## src/pkg/cmr_consts.svh

```systemverilog
// register offsets, control bit positions, limits, bus answers and buffer sizes
`ifndef CMR_CONSTS_SVH
`define CMR_CONSTS_SVH

// ************************************************************
// register map, byte addresses on the register bus
// ************************************************************
`define CMR_OFF_COEF1 8'h00
`define CMR_OFF_CTRL 8'h24
`define CMR_OFF_STATUS 8'h28
`define CMR_NUM_COEF 9

// control register bit positions
`define CMR_CTRL_SEL_BIT 1
`define CMR_CTRL_DIR_BIT 2
`define CMR_CTRL_SKIP_BIT 3
`define CMR_CTRL_HALF_BIT 4

// reset values
`define CMR_COEF_RESET 12'h000

// ************************************************************
// arithmetic limits, 16-bit signed working width; rounding term 24-bit
// ************************************************************
`define CMR_CHROMA_OFFSET 16'sh0080
`define CMR_WIDE_LO 16'sh0001
`define CMR_WIDE_HI 16'sh00fe
`define CMR_STUDIO_LO 16'sh0010
`define CMR_LUMA_HI 16'sh00eb
`define CMR_CHROMA_HI 16'sh00f0
`define CMR_U8_MIN 16'sh0000
`define CMR_U8_MAX 16'sh00ff
`define CMR_S8_MIN 16'shff80
`define CMR_S8_MAX 16'sh007f
`define CMR_ROUND_HALF 24'sh000100

// ************************************************************
// bus answers and buffering
// ************************************************************
`define CMR_RESP_OKAY 2'h0
`define CMR_RESP_SLVERR 2'h2
`define CMR_FIFO_DEPTH 8
`define CMR_FIFO_LVL_W 4

`endif

```

## src/pkg/cmr_pkg.sv

```systemverilog
// types and shared helpers of the colour matrix and ranging block
`default_nettype none
package cmr_pkg;
`include "cmr_consts.svh"

   // ************************************************************
   // carriers
   // ************************************************************
   typedef logic signed [11:0] cmr_coef_t;
   typedef cmr_coef_t [8:0] cmr_coef_bank_t;

   // one pixel on the stream: three 8-bit channels
   typedef struct packed {
      logic [7:0] ch0;
      logic [7:0] ch1;
      logic [7:0] ch2;
   } cmr_pix_t;

   // matrix operands, 1.0 = 256
   typedef struct packed {
      logic signed [9:0] ch0;
      logic signed [9:0] ch1;
      logic signed [9:0] ch2;
   } cmr_mat_in_t;

   // matrix results, integer part after rounding
   typedef struct packed {
      logic signed [14:0] ch0;
      logic signed [14:0] ch1;
      logic signed [14:0] ch2;
   } cmr_mat_out_t;

   typedef struct packed {
      logic half;
      logic skip;
      logic dir;
      logic sel;
   } cmr_ctrl_t;

   // limit a value to [lo, hi] and return its low byte
   function automatic logic [7:0] cmr_clamp(input logic signed [15:0] v,
         input logic signed [15:0] lo, input logic signed [15:0] hi);
      logic signed [15:0] r;
      r = (v < lo) ? lo : ((v > hi) ? hi : v);
      return r[7:0];
   endfunction

   // ************************************************************
   // ranging and chroma scaling
   // ************************************************************
   function automatic logic signed [15:0] lim_lo(input cmr_ctrl_t k);
      return k.sel ? `CMR_WIDE_LO : `CMR_STUDIO_LO;
   endfunction

   function automatic logic signed [15:0] lim_luma(input cmr_ctrl_t k);
      return k.sel ? `CMR_WIDE_HI : `CMR_LUMA_HI;
   endfunction

   function automatic logic signed [15:0] lim_chroma(input cmr_ctrl_t k);
      return k.sel ? `CMR_WIDE_HI : `CMR_CHROMA_HI;
   endfunction

   // incoming luma: limited to the chosen range unless ranging is skipped
   function automatic logic signed [9:0] prep_luma(input logic [7:0] y,
         input cmr_ctrl_t k);
      logic [7:0] r;
      r = k.skip ? y
         : cmr_clamp({8'h00, y}, lim_lo(k), lim_luma(k));
      return {2'b00, r};
   endfunction

   // incoming chroma: offset binary or two's complement, then scaled
   function automatic logic signed [9:0] prep_chroma(input logic [7:0] c,
         input cmr_ctrl_t k);
      logic signed [15:0] v;
      v = {{8{c[7]}}, c};
      if (!k.skip) begin
         v = signed'({8'h00, cmr_clamp({8'h00, c}, lim_lo(k),
            lim_chroma(k))});
         v = v - `CMR_CHROMA_OFFSET;
      end
      // full scale +-1 needs one more bit inside than +-0.5
      if (!k.half) v = v <<< 1;
      return v[9:0];
   endfunction

   // outgoing luma: clip to a byte, then range it
   function automatic logic [7:0] post_luma(input logic signed [14:0] m,
         input cmr_ctrl_t k);
      logic [7:0] y;
      y = cmr_clamp(16'(m), `CMR_U8_MIN, `CMR_U8_MAX);
      if (k.skip) return y;
      return cmr_clamp({8'h00, y}, lim_lo(k), lim_luma(k));
   endfunction

   // outgoing chroma: rescale, clip to signed byte, optional offset
   function automatic logic [7:0] post_chroma(input logic signed [14:0] m,
         input cmr_ctrl_t k);
      logic signed [15:0] v;
      v = 16'(m);
      if (!k.half) v = (v + 16'sh0001) >>> 1;
      v = 16'(signed'(cmr_clamp(v, `CMR_S8_MIN, `CMR_S8_MAX)));
      if (k.skip) return v[7:0];
      v = v + `CMR_CHROMA_OFFSET;
      return cmr_clamp(v, lim_lo(k), lim_chroma(k));
   endfunction
endpackage
`default_nettype wire

```

## src/core/cmr_top.sv

```systemverilog
// colour matrix with chroma scaling, offset and ranging, AXI4-Lite regs
//
// Function
// - each coefficient is 12-bit two's complement, 3.9 format, 200h unity
// - half-scale bit clear: 8-bit chroma full range means plus/minus one
// - half-scale bit set: 8-bit chroma full range means plus/minus half
// - skip clear, luma/chroma input: subtract 128 from chroma first
// - offset chroma outputs: add 128, then apply range limiting
// - range choice set: luma and chroma outputs limited to 1..254
// - range choice clear: luma 16..235, chroma 16..240
// - values beyond a limit are replaced by that limit
// - luma/chroma to RGB: same range choice limits incoming samples
// - colour-difference data without offset is signed 8-bit -128..127
// - RGB and luma data are unsigned 8-bit 0..255
// - range choice is control bit 1, skip bit 3, both cleared by reset
// - luma results clipped to 0..255, negatives to zero
`timescale 1ns/1ps
`default_nettype none
module cmr_top
   import cmr_pkg::*;
(
   input wire logic aclk,
   input wire logic aresetn,
   input wire logic [7:0] s_axi_awaddr,
   input wire logic s_axi_awvalid,
   output logic s_axi_awready,
   input wire logic [31:0] s_axi_wdata,
   input wire logic [3:0] s_axi_wstrb,
   input wire logic s_axi_wvalid,
   output logic s_axi_wready,
   output logic [1:0] s_axi_bresp,
   output logic s_axi_bvalid,
   input wire logic s_axi_bready,
   input wire logic [7:0] s_axi_araddr,
   input wire logic s_axi_arvalid,
   output logic s_axi_arready,
   output logic [31:0] s_axi_rdata,
   output logic [1:0] s_axi_rresp,
   output logic s_axi_rvalid,
   input wire logic s_axi_rready,
   input wire logic pix_in_valid,
   output logic pix_in_ready,
   input wire cmr_pix_t pix_in,
   output logic pix_out_valid,
   input wire logic pix_out_ready,
   output var cmr_pix_t pix_out
);
   // ************************************************************
   // declarations
   // ************************************************************
   localparam logic [3:0] SEL_CTRL = 4'h9;
   localparam logic [3:0] SEL_STATUS = 4'ha;
   localparam logic [3:0] SEL_NONE = 4'hf;

   cmr_coef_bank_t coef;
   cmr_ctrl_t ctrl;
   logic aw_held;
   logic w_held;
   logic [7:0] awaddr_q;
   logic [31:0] wdata_q;
   logic [3:0] wstrb_q;
   logic next_aw_held;
   logic next_w_held;
   logic do_write;
   logic [3:0] wsel;
   logic [3:0] rsel;
   logic a_valid;
   logic next_a_valid;
   cmr_mat_in_t a_data;
   cmr_mat_out_t mat_res;
   cmr_pix_t fifo_wr_data;
   logic [23:0] fifo_rd_data;
   logic fifo_in_ready;
   logic fifo_out_valid;
   logic fifo_pop;
   logic [`CMR_FIFO_LVL_W-1:0] fifo_level;

   // ************************************************************
   // helpers
   // ************************************************************
   // word decode; unaligned or unknown addresses give SEL_NONE
   function automatic logic [3:0] reg_decode(input logic [7:0] a);
      logic [5:0] w;
      w = a[7:2];
      if (a[1:0] != 2'h0) return SEL_NONE;
      if (a == `CMR_OFF_CTRL) return SEL_CTRL;
      if (a == `CMR_OFF_STATUS) return SEL_STATUS;
      if (a >= `CMR_OFF_COEF1 && w < 6'(`CMR_NUM_COEF)) return w[3:0];
      return SEL_NONE;
   endfunction

   // ************************************************************
   // register bus: write channels
   // ************************************************************
   // address and data are held separately, so either may come first
   assign do_write = aw_held && w_held && !s_axi_bvalid;
   assign wsel = reg_decode(awaddr_q);

   always_comb begin
      next_aw_held = aw_held;
      next_w_held = w_held;
      if (s_axi_awvalid && s_axi_awready) next_aw_held = 1'b1;
      if (s_axi_wvalid && s_axi_wready) next_w_held = 1'b1;
      if (do_write) begin
         next_aw_held = 1'b0;
         next_w_held = 1'b0;
      end
   end

   // capture of address and data, ready drops while one is held
   always_ff @(posedge aclk) begin
      if (!aresetn) begin
         aw_held <= 1'b0;
         w_held <= 1'b0;
         s_axi_awready <= 1'b0;
         s_axi_wready <= 1'b0;
         awaddr_q <= 8'h00;
         wdata_q <= 32'h0000_0000;
         wstrb_q <= 4'h0;
      end else begin
         aw_held <= next_aw_held;
         w_held <= next_w_held;
         s_axi_awready <= !next_aw_held;
         s_axi_wready <= !next_w_held;
         if (s_axi_awvalid && s_axi_awready) awaddr_q <= s_axi_awaddr;
         if (s_axi_wvalid && s_axi_wready) begin
            wdata_q <= s_axi_wdata;
            wstrb_q <= s_axi_wstrb;
         end
      end
   end

   // write response, unmapped addresses answer slverr
   always_ff @(posedge aclk) begin
      if (!aresetn) begin
         s_axi_bvalid <= 1'b0;
         s_axi_bresp <= `CMR_RESP_OKAY;
      end else if (do_write) begin
         s_axi_bvalid <= 1'b1;
         s_axi_bresp <= (wsel == SEL_NONE || wsel == SEL_STATUS)
            ? `CMR_RESP_SLVERR : `CMR_RESP_OKAY;
      end else if (s_axi_bready) begin
         s_axi_bvalid <= 1'b0;
      end
   end

   // ************************************************************
   // coefficient and control registers
   // ************************************************************
   // byte lane 0 carries bits 7:0, lane 1 the top nibble
   always_ff @(posedge aclk) begin
      if (!aresetn) begin
         for (int i = 0; i < `CMR_NUM_COEF; i++) begin
            coef[i] <= `CMR_COEF_RESET;
         end
      end else if (do_write && wsel < 4'(`CMR_NUM_COEF)) begin
         if (wstrb_q[0]) coef[wsel][7:0] <= wdata_q[7:0];
         if (wstrb_q[1]) coef[wsel][11:8] <= wdata_q[11:8];
      end
   end

   // all control bits clear at reset
   always_ff @(posedge aclk) begin
      if (!aresetn) begin
         ctrl <= '0;
      end else if (do_write && wsel == SEL_CTRL && wstrb_q[0]) begin
         ctrl.sel <= wdata_q[`CMR_CTRL_SEL_BIT];
         ctrl.dir <= wdata_q[`CMR_CTRL_DIR_BIT];
         ctrl.skip <= wdata_q[`CMR_CTRL_SKIP_BIT];
         ctrl.half <= wdata_q[`CMR_CTRL_HALF_BIT];
      end
   end

   // ************************************************************
   // register bus: read channel
   // ************************************************************
   assign rsel = reg_decode(s_axi_araddr);

   // one read at a time; arready returns once the data is taken
   always_ff @(posedge aclk) begin
      if (!aresetn) begin
         s_axi_arready <= 1'b0;
         s_axi_rvalid <= 1'b0;
         s_axi_rdata <= 32'h0000_0000;
         s_axi_rresp <= `CMR_RESP_OKAY;
      end else if (s_axi_arvalid && s_axi_arready) begin
         s_axi_arready <= 1'b0;
         s_axi_rvalid <= 1'b1;
         s_axi_rresp <= `CMR_RESP_OKAY;
         s_axi_rdata <= 32'h0000_0000;
         if (rsel < 4'(`CMR_NUM_COEF)) begin
            s_axi_rdata[11:0] <= coef[rsel];
         end else if (rsel == SEL_CTRL) begin
            s_axi_rdata[`CMR_CTRL_SEL_BIT] <= ctrl.sel;
            s_axi_rdata[`CMR_CTRL_DIR_BIT] <= ctrl.dir;
            s_axi_rdata[`CMR_CTRL_SKIP_BIT] <= ctrl.skip;
            s_axi_rdata[`CMR_CTRL_HALF_BIT] <= ctrl.half;
         end else if (rsel == SEL_STATUS) begin
            s_axi_rdata[5:0] <= {pix_out_valid, a_valid, fifo_level};
         end else begin
            s_axi_rresp <= `CMR_RESP_SLVERR;
         end
      end else if (s_axi_rvalid && s_axi_rready) begin
         s_axi_rvalid <= 1'b0;
         s_axi_arready <= 1'b1;
      end else if (!s_axi_rvalid) begin
         s_axi_arready <= 1'b1;
      end
   end

   // ************************************************************
   // pixel path: input conditioning stage
   // ************************************************************
   // one pixel is held here; it moves on when the FIFO takes it
   always_comb begin
      next_a_valid = a_valid;
      if (pix_in_valid && pix_in_ready) begin
         next_a_valid = 1'b1;
      end else if (fifo_in_ready) begin
         next_a_valid = 1'b0;
      end
   end

   // ready is registered, so the stage accepts every other cycle at most
   always_ff @(posedge aclk) begin
      if (!aresetn) begin
         a_valid <= 1'b0;
         pix_in_ready <= 1'b0;
      end else begin
         a_valid <= next_a_valid;
         pix_in_ready <= !next_a_valid;
      end
   end

   // direction low takes RGB, high takes luma and two chroma channels
   always_ff @(posedge aclk) begin
      if (!aresetn) begin
         a_data <= '0;
      end else if (pix_in_valid && pix_in_ready) begin
         if (!ctrl.dir) begin
            a_data.ch0 <= {2'b00, pix_in.ch0};
            a_data.ch1 <= {2'b00, pix_in.ch1};
            a_data.ch2 <= {2'b00, pix_in.ch2};
         end else begin
            a_data.ch0 <= prep_luma(pix_in.ch0, ctrl);
            a_data.ch1 <= prep_chroma(pix_in.ch1, ctrl);
            a_data.ch2 <= prep_chroma(pix_in.ch2, ctrl);
         end
      end
   end

   // ************************************************************
   // matrix and output ranging
   // ************************************************************
   cmr_matrix u_matrix (
      .mat_in(a_data),
      .coef(coef),
      .mat_out(mat_res)
   );

   // RGB results only need clipping; luma/chroma results are ranged
   always_comb begin
      if (ctrl.dir) begin
         fifo_wr_data.ch0 = cmr_clamp(16'(mat_res.ch0), `CMR_U8_MIN,
            `CMR_U8_MAX);
         fifo_wr_data.ch1 = cmr_clamp(16'(mat_res.ch1), `CMR_U8_MIN,
            `CMR_U8_MAX);
         fifo_wr_data.ch2 = cmr_clamp(16'(mat_res.ch2), `CMR_U8_MIN,
            `CMR_U8_MAX);
      end else begin
         fifo_wr_data.ch0 = post_luma(mat_res.ch0,
            ctrl);
         fifo_wr_data.ch1 = post_chroma(mat_res.ch1, ctrl);
         fifo_wr_data.ch2 = post_chroma(mat_res.ch2, ctrl);
      end
   end

   // ************************************************************
   // output buffering
   // ************************************************************
   cmr_fifo #(
      .WIDTH(24),
      .DEPTH(`CMR_FIFO_DEPTH),
      .LVL_W(`CMR_FIFO_LVL_W)
   ) u_fifo (
      .aclk(aclk),
      .aresetn(aresetn),
      .in_valid(a_valid),
      .in_ready(fifo_in_ready),
      .in_data(fifo_wr_data),
      .out_valid(fifo_out_valid),
      .out_ready(fifo_pop),
      .out_data(fifo_rd_data),
      .level(fifo_level)
   );

   // output register keeps the stream outputs off the FIFO read mux
   assign fifo_pop = fifo_out_valid && (!pix_out_valid || pix_out_ready);

   always_ff @(posedge aclk) begin
      if (!aresetn) begin
         pix_out_valid <= 1'b0;
         pix_out <= '0;
      end else if (fifo_pop) begin
         pix_out_valid <= 1'b1;
         pix_out <= fifo_rd_data;
      end else if (pix_out_ready) begin
         pix_out_valid <= 1'b0;
      end
   end
endmodule
`default_nettype wire

```

## src/core/cmr_fifo.sv

```systemverilog
// parameterised flip-flop FIFO with valid/ready on both sides
`timescale 1ns/1ps
`default_nettype none
module cmr_fifo #(
   parameter int WIDTH = 24,
   parameter int DEPTH = 8,
   parameter int LVL_W = 4
) (
   input wire logic aclk,
   input wire logic aresetn,
   input wire logic in_valid,
   output logic in_ready,
   input wire logic [WIDTH-1:0] in_data,
   output logic out_valid,
   input wire logic out_ready,
   output logic [WIDTH-1:0] out_data,
   output logic [LVL_W-1:0] level
);
   localparam int AW = $clog2(DEPTH);
   logic [WIDTH-1:0] mem [DEPTH];
   logic [AW-1:0] wr_ptr;
   logic [AW-1:0] rd_ptr;
   logic push;
   logic pop;

   // full and empty straight from the occupancy count
   assign in_ready = (level != LVL_W'(DEPTH));
   assign out_valid = (level != '0);
   assign out_data = mem[rd_ptr];
   assign push = in_valid && in_ready;
   assign pop = out_valid && out_ready;

   // wrap is explicit so a depth that is not a power of two still works
   function automatic logic [AW-1:0] bump(input logic [AW-1:0] p);
      return (p == AW'(DEPTH - 1)) ? '0 : AW'(p + 1'b1);
   endfunction

   // storage, written at the write index
   always_ff @(posedge aclk) begin
      if (push) begin
         mem[wr_ptr] <= in_data;
      end
   end

   // pointers and count
   always_ff @(posedge aclk) begin
      if (!aresetn) begin
         wr_ptr <= '0;
         rd_ptr <= '0;
         level <= '0;
      end else begin
         if (push) wr_ptr <= bump(wr_ptr);
         if (pop) rd_ptr <= bump(rd_ptr);
         level <= LVL_W'(level + push - pop);
      end
   end
endmodule
`default_nettype wire

```

## src/core/cmr_matrix.sv

```systemverilog
// 3x3 coefficient matrix: three sums of three products, rounded
`timescale 1ns/1ps
`default_nettype none
module cmr_matrix
   import cmr_pkg::*;
(
   input wire cmr_mat_in_t mat_in,
   input wire cmr_coef_bank_t coef,
   output var cmr_mat_out_t mat_out
);
   // ************************************************************
   // dot product
   // ************************************************************
   // coefficients are 3.9 fixed point, so 12'h200 is unity; 24 bits
   // hold the worst case of three full-scale products without overflow
   function automatic logic signed [14:0] dot3(input cmr_coef_t k0,
         input cmr_coef_t k1, input cmr_coef_t k2, input cmr_mat_in_t x);
      logic signed [23:0] acc;
      acc = 24'(k0 * x.ch0) + 24'(k1 * x.ch1) + 24'(k2 * x.ch2);
      acc = acc + `CMR_ROUND_HALF;
      return acc[23:9];
   endfunction

   // rows use coefficients 1-3, 4-6 and 7-9
   always_comb begin
      mat_out.ch0 = dot3(coef[0], coef[1], coef[2], mat_in);
      mat_out.ch1 = dot3(coef[3], coef[4], coef[5], mat_in);
      mat_out.ch2 = dot3(coef[6], coef[7], coef[8], mat_in);
   end
endmodule
`default_nettype wire

```

## config.mk

```make
export PLATFORM = sky130hd
export DESIGN_NAME = cmr_top
export DESIGN_NICKNAME = d
export VERILOG_FILES = /design/src/pkg/cmr_pkg.sv /design/src/core/cmr_top.sv /design/src/core/cmr_fifo.sv /design/src/core/cmr_matrix.sv
export VERILOG_INCLUDE_DIRS = /design/src /design/src/pkg
export SDC_FILE = /design/constraint.sdc
export NUM_CORES = 2
export LEC_CHECK = 0
export ABC_CLOCK_PERIOD_IN_PS = 16290
export BUFFER_PORTS_ARGS = -buffer_cell sky130_fd_sc_hd__buf_4
export CORE_AREA = 2 2 343 345
export CTS_BUF_LIST = sky130_fd_sc_hd__clkbuf_8
export CTS_CLUSTER_DIAMETER = 200
export DETAILED_ROUTE_END_ITERATION = 6
export DIE_AREA = 0 0 345 347
export GPL_TIMING_DRIVEN = 0
export PLACE_DENSITY = 0.71
export SYNTH_ARGS = -nofsm -noshare
export SYNTH_HDL_FRONTEND = slang
export SYNTH_HIERARCHICAL = 1
export SYNTH_SLANG_ARGS = --single-unit
```

## constraint.sdc

```tcl
create_clock -name aclk -period 16.29 [get_ports aclk]
set_clock_uncertainty 0.2 [all_clocks]
set_input_delay 0.8145 -clock aclk [delete_from_list [all_inputs] [get_ports aclk]]
set_output_delay 0.8145 -clock aclk [all_outputs]
set_load 0.005 [all_outputs]
```

==> out/results.tsv <==
stage	metric	value	unit
outcome	outcome	finished with violations	
outcome	violations	capacitance limit, slew limit	
critical_path	cp_slowest_cell	nor4_1	
clock_network	cts_inserted_buffers	56	
clock_network	clkLatencyLatePin	670	ps
min_path	min_path_type	input port to register	
final_layout	fillerInstances	10100	
power	p_comb_share	26.1	%
clock_network	clockRootBuffer	clkbuf_8	
final_layout	area.growth.synth_to_final	6.79	%
routing	wl_per_cell	23.5	um
global_routing	grt_pass1_wl	300	mm
clock_network	cts_resized	0	
routing	drc	0	
routing	vias	47900	
clock_network	htreeDepth	2	
critical_path	critical_path_class	register to register	
synthesis	synth-compound-area-share	5.91	%
placed_design	gp_congestion	1.01	
clock_network	clk_pin_slew_worst_paths	70	ps
final_layout	final_cells	8357	
job	maxCapViolCount	3	
sta	worst_slew_pin_slew	1590	ps
critical_path	path_common_cell	fa_1	
synthesis	synth_area_per_cell	9.66	um^2
synthesis	synthMuxAreaShare	4.23	%
global_routing	track_usage	33.4	%
global_routing	grt_max_degree	25	
floorplan	die_area	120000	um^2
synthesis	synth_ff_type	dfxtp_1	
synthesis	yosysWarningCount	6	
synthesis	yosysMostFrequentCell	inv_1	
global_routing	antenna_found_initial	13	
synthesis	synth_top_area_cell	fa_1	
critical_path	critPathCaptureType	register	
synthesis	ys_top_cells_by_count	1234 x inv_1, 1165 x fa_1, 833 x nand2_1, 506 x and2_1, 495 x ha_1	
synthesis	ys_ff_latch	413	
sta	final_hold_viol_count	0	
synthesis	synth.distinct_cells	101	
sta	min_period_over_period	91.7	%
critical_path	worst-path-buf-inv	7	
global_routing	first_global_vias	49100	
placed_design	dp_hpwl	161	mm
synthesis	synth_area_leaders	fa_1 37%, ha_1 9.8%, edfxtp_1 9.1%	
sta	relSlewSlack	-6.27	%
clock_network	clk_path_buf_depth	3	
synthesis	synthCells	6558	
critical_path	critPathMaxStageDelay	1220	ps
sta	rsz0062_at_grt	false	
critical_path	cp_max_fo	10	
routing	antenna_left	0	
power	clkPwrFrac	30.9	%
power	internal_power	1.85	mW
final_layout	nets	8517	
global_routing	gr-total-overflow	0	
routing	routed_wl	196	mm
critical_path	cp.arrival	15010	ps
clock_network	numClockSinks	413	
routing	viasPerCell	5.73	
sta	fmax	67.0	MHz
floorplan	core-area	116000	um^2
synthesis	ys_seq_area_share	16.1	%
clock_network	cts_hold_buf	0	
floorplan	rows	125	
synthesis	synth_top_area_share	36.8	%
synthesis	synth_top_family_by_area	adder cells	
floorplan	initial_utilization	54.8	%
power	p_per_area	40.7	nW/um^2
power	p_sw_share	32.8	%
power	p_leak	31.5	nW
synthesis	synth_adder_area_share	46.6	%
synthesis	synth_edf_count	192	
power	switchingPower	0.904	mW
placed_design	port_buffers	106	
floorplan	die_h	347	um
critical_path	crit_path_start_kind	register	
synthesis	async_flop_share	0	%
clock_network	cts_tree	built	
routing	dr.pass1.iters	7	
synthesis	synthXorXnorAreaFrac	2.27	%
power	seqPwrFrac	43.0	%
sta	finalMaxSlewViolations	20	
power	max-vdd-ir-drop	71.9	uV
sta	fin_tns_setup	0	ps
critical_path	cp_data_required_time	16370	ps
synthesis	synth-simple-area-share	15.3	%
routing	drt_iter0_drc	3999	
sta	min_period	14930	ps
sta	setup_violations	0	
placed_design	place_inst	8238	
floorplan	die_w	345	um
synthesis	syn_area	63400	um^2
critical_path	critPathTopFamily	adder cells	
final_layout	drive_gt1_share	6.19	%
floorplan	num_io_pins	152	
clock_network	cts_setup_buffers	0	
-- through the flow --
stage / util, % / setup WS, ps / total power [mW] / area [um^2] / hold slack [ps]
floorplan: - / 5230 / 1.62 / 63500 / 235
global placement: 57.2 / 2070 / 1.89 / 66200 / 245
detailed placement: 57.4 / 1900 / 1.90 / 66400 / 247
CTS: 58.5 / 1720 / 2.74 / 67700 / 225
global route: 58.5 / 974 / 2.85 / 67700 / 253
finish: 58.5 / 1360 / 2.75 / 67700 / 238
-- placed cells by master (no fill, tap or decap), types with 117 or more instances in the layout --
| master | instances |
|---|---|
| dfxtp_1 | 221 |
| buf_4 | 136 |
| nand2_1 | 833 |
| inv_1 | 1248 |
| and2_1 | 506 |
| xnor2_1 | 127 |
| fa_1 | 1165 |
| a21oi_1 | 226 |
| clkbuf_1 | 272 |
| ha_1 | 495 |
| edfxtp_1 | 192 |
| nor2_1 | 242 |
| o21ai_0 | 117 |
-- per-layer routing --
layer,up-vias,track usage (%),wire length (um)
li1,20800,-,-
met1,24200,43.5,75000
met2,2354,52.7,89700
met3,479,6.95,18400
met4,6,18.3,13000
met5,-,0,36
-- layout make-up --
type                    count  area (um^2)  share of cell area (%)
flip-flops and latches    413        10200                    15.1
inverters                1236         4640                    6.85
clock buffers              63          867                    1.28
repair buffers            122          965                    1.43
multi-input cells        4604        47300                    69.8
clock inverters            43          347                   0.512
diodes                     13         32.5                  0.0481
plain buffers             339         1460                    2.16
well taps                1524         1910                    2.82
-- worst min-delay path: cells and delay by family --
kind | cells | cell delay [ps]
AOI/OAI and AO/OA | 1 | 50
buffers and inverters | 1 | 140
and+or+nand+nor | 1 | 50
-- cells by family after synthesis --
| group | Yosys count |
|---|---|
| other | 1 |
| buffers and inverters | 1575 |
| muxes | 170 |
| DFF | 413 |
| and+or+nand+nor | 1989 |
| adders and majority gates | 1660 |
| AOI/OAI and AO/OA | 586 |
| xor gates and xnor gates | 164 |
-- sequential cells by signal (all words and copies together), names as in the netlist, 3 cells and up, named ones only --
name and flops:
u_fifo/mem 192, coef 108, a_data 26, pix_out 24, s_axi_rdata 12, wdata_q 12, awaddr_q 8, ctrl 4
u_fifo/level 4, u_fifo/rd_ptr 3, u_fifo/wr_ptr 3
-- final timing paths --
path,start,endpoint,slack (ps),cells after the start
max,a_data[11]$_SDFFE_PN0P_,u_fifo/mem[1][20]$_DFFE_PP_,1360,39
min,s_axi_wdata[0],wdata_q[0]$_SDFFE_PN0P_,240,3
max reg2reg,a_data[11]$_SDFFE_PN0P_,u_fifo/mem[1][20]$_DFFE_PP_,1360,39
min reg2reg,pix_out[19]$_SDFFE_PN0P_,pix_out[19]$_SDFFE_PN0P_,260,2
-- power groups by stage --
stage / Sequential, mW / Clock [mW] / Combinational [mW]
finish: 1.18 / 0.852 / 0.719
global route: 1.19 / 0.896 / 0.770
CTS: 1.18 / 0.851 / 0.704
detailed placement: 1.20 / 0 / 0.699
global placement: 1.20 / 0 / 0.685
floorplan: 1.18 / 0 / 0.433
Power figures use the tool's default switching activity.
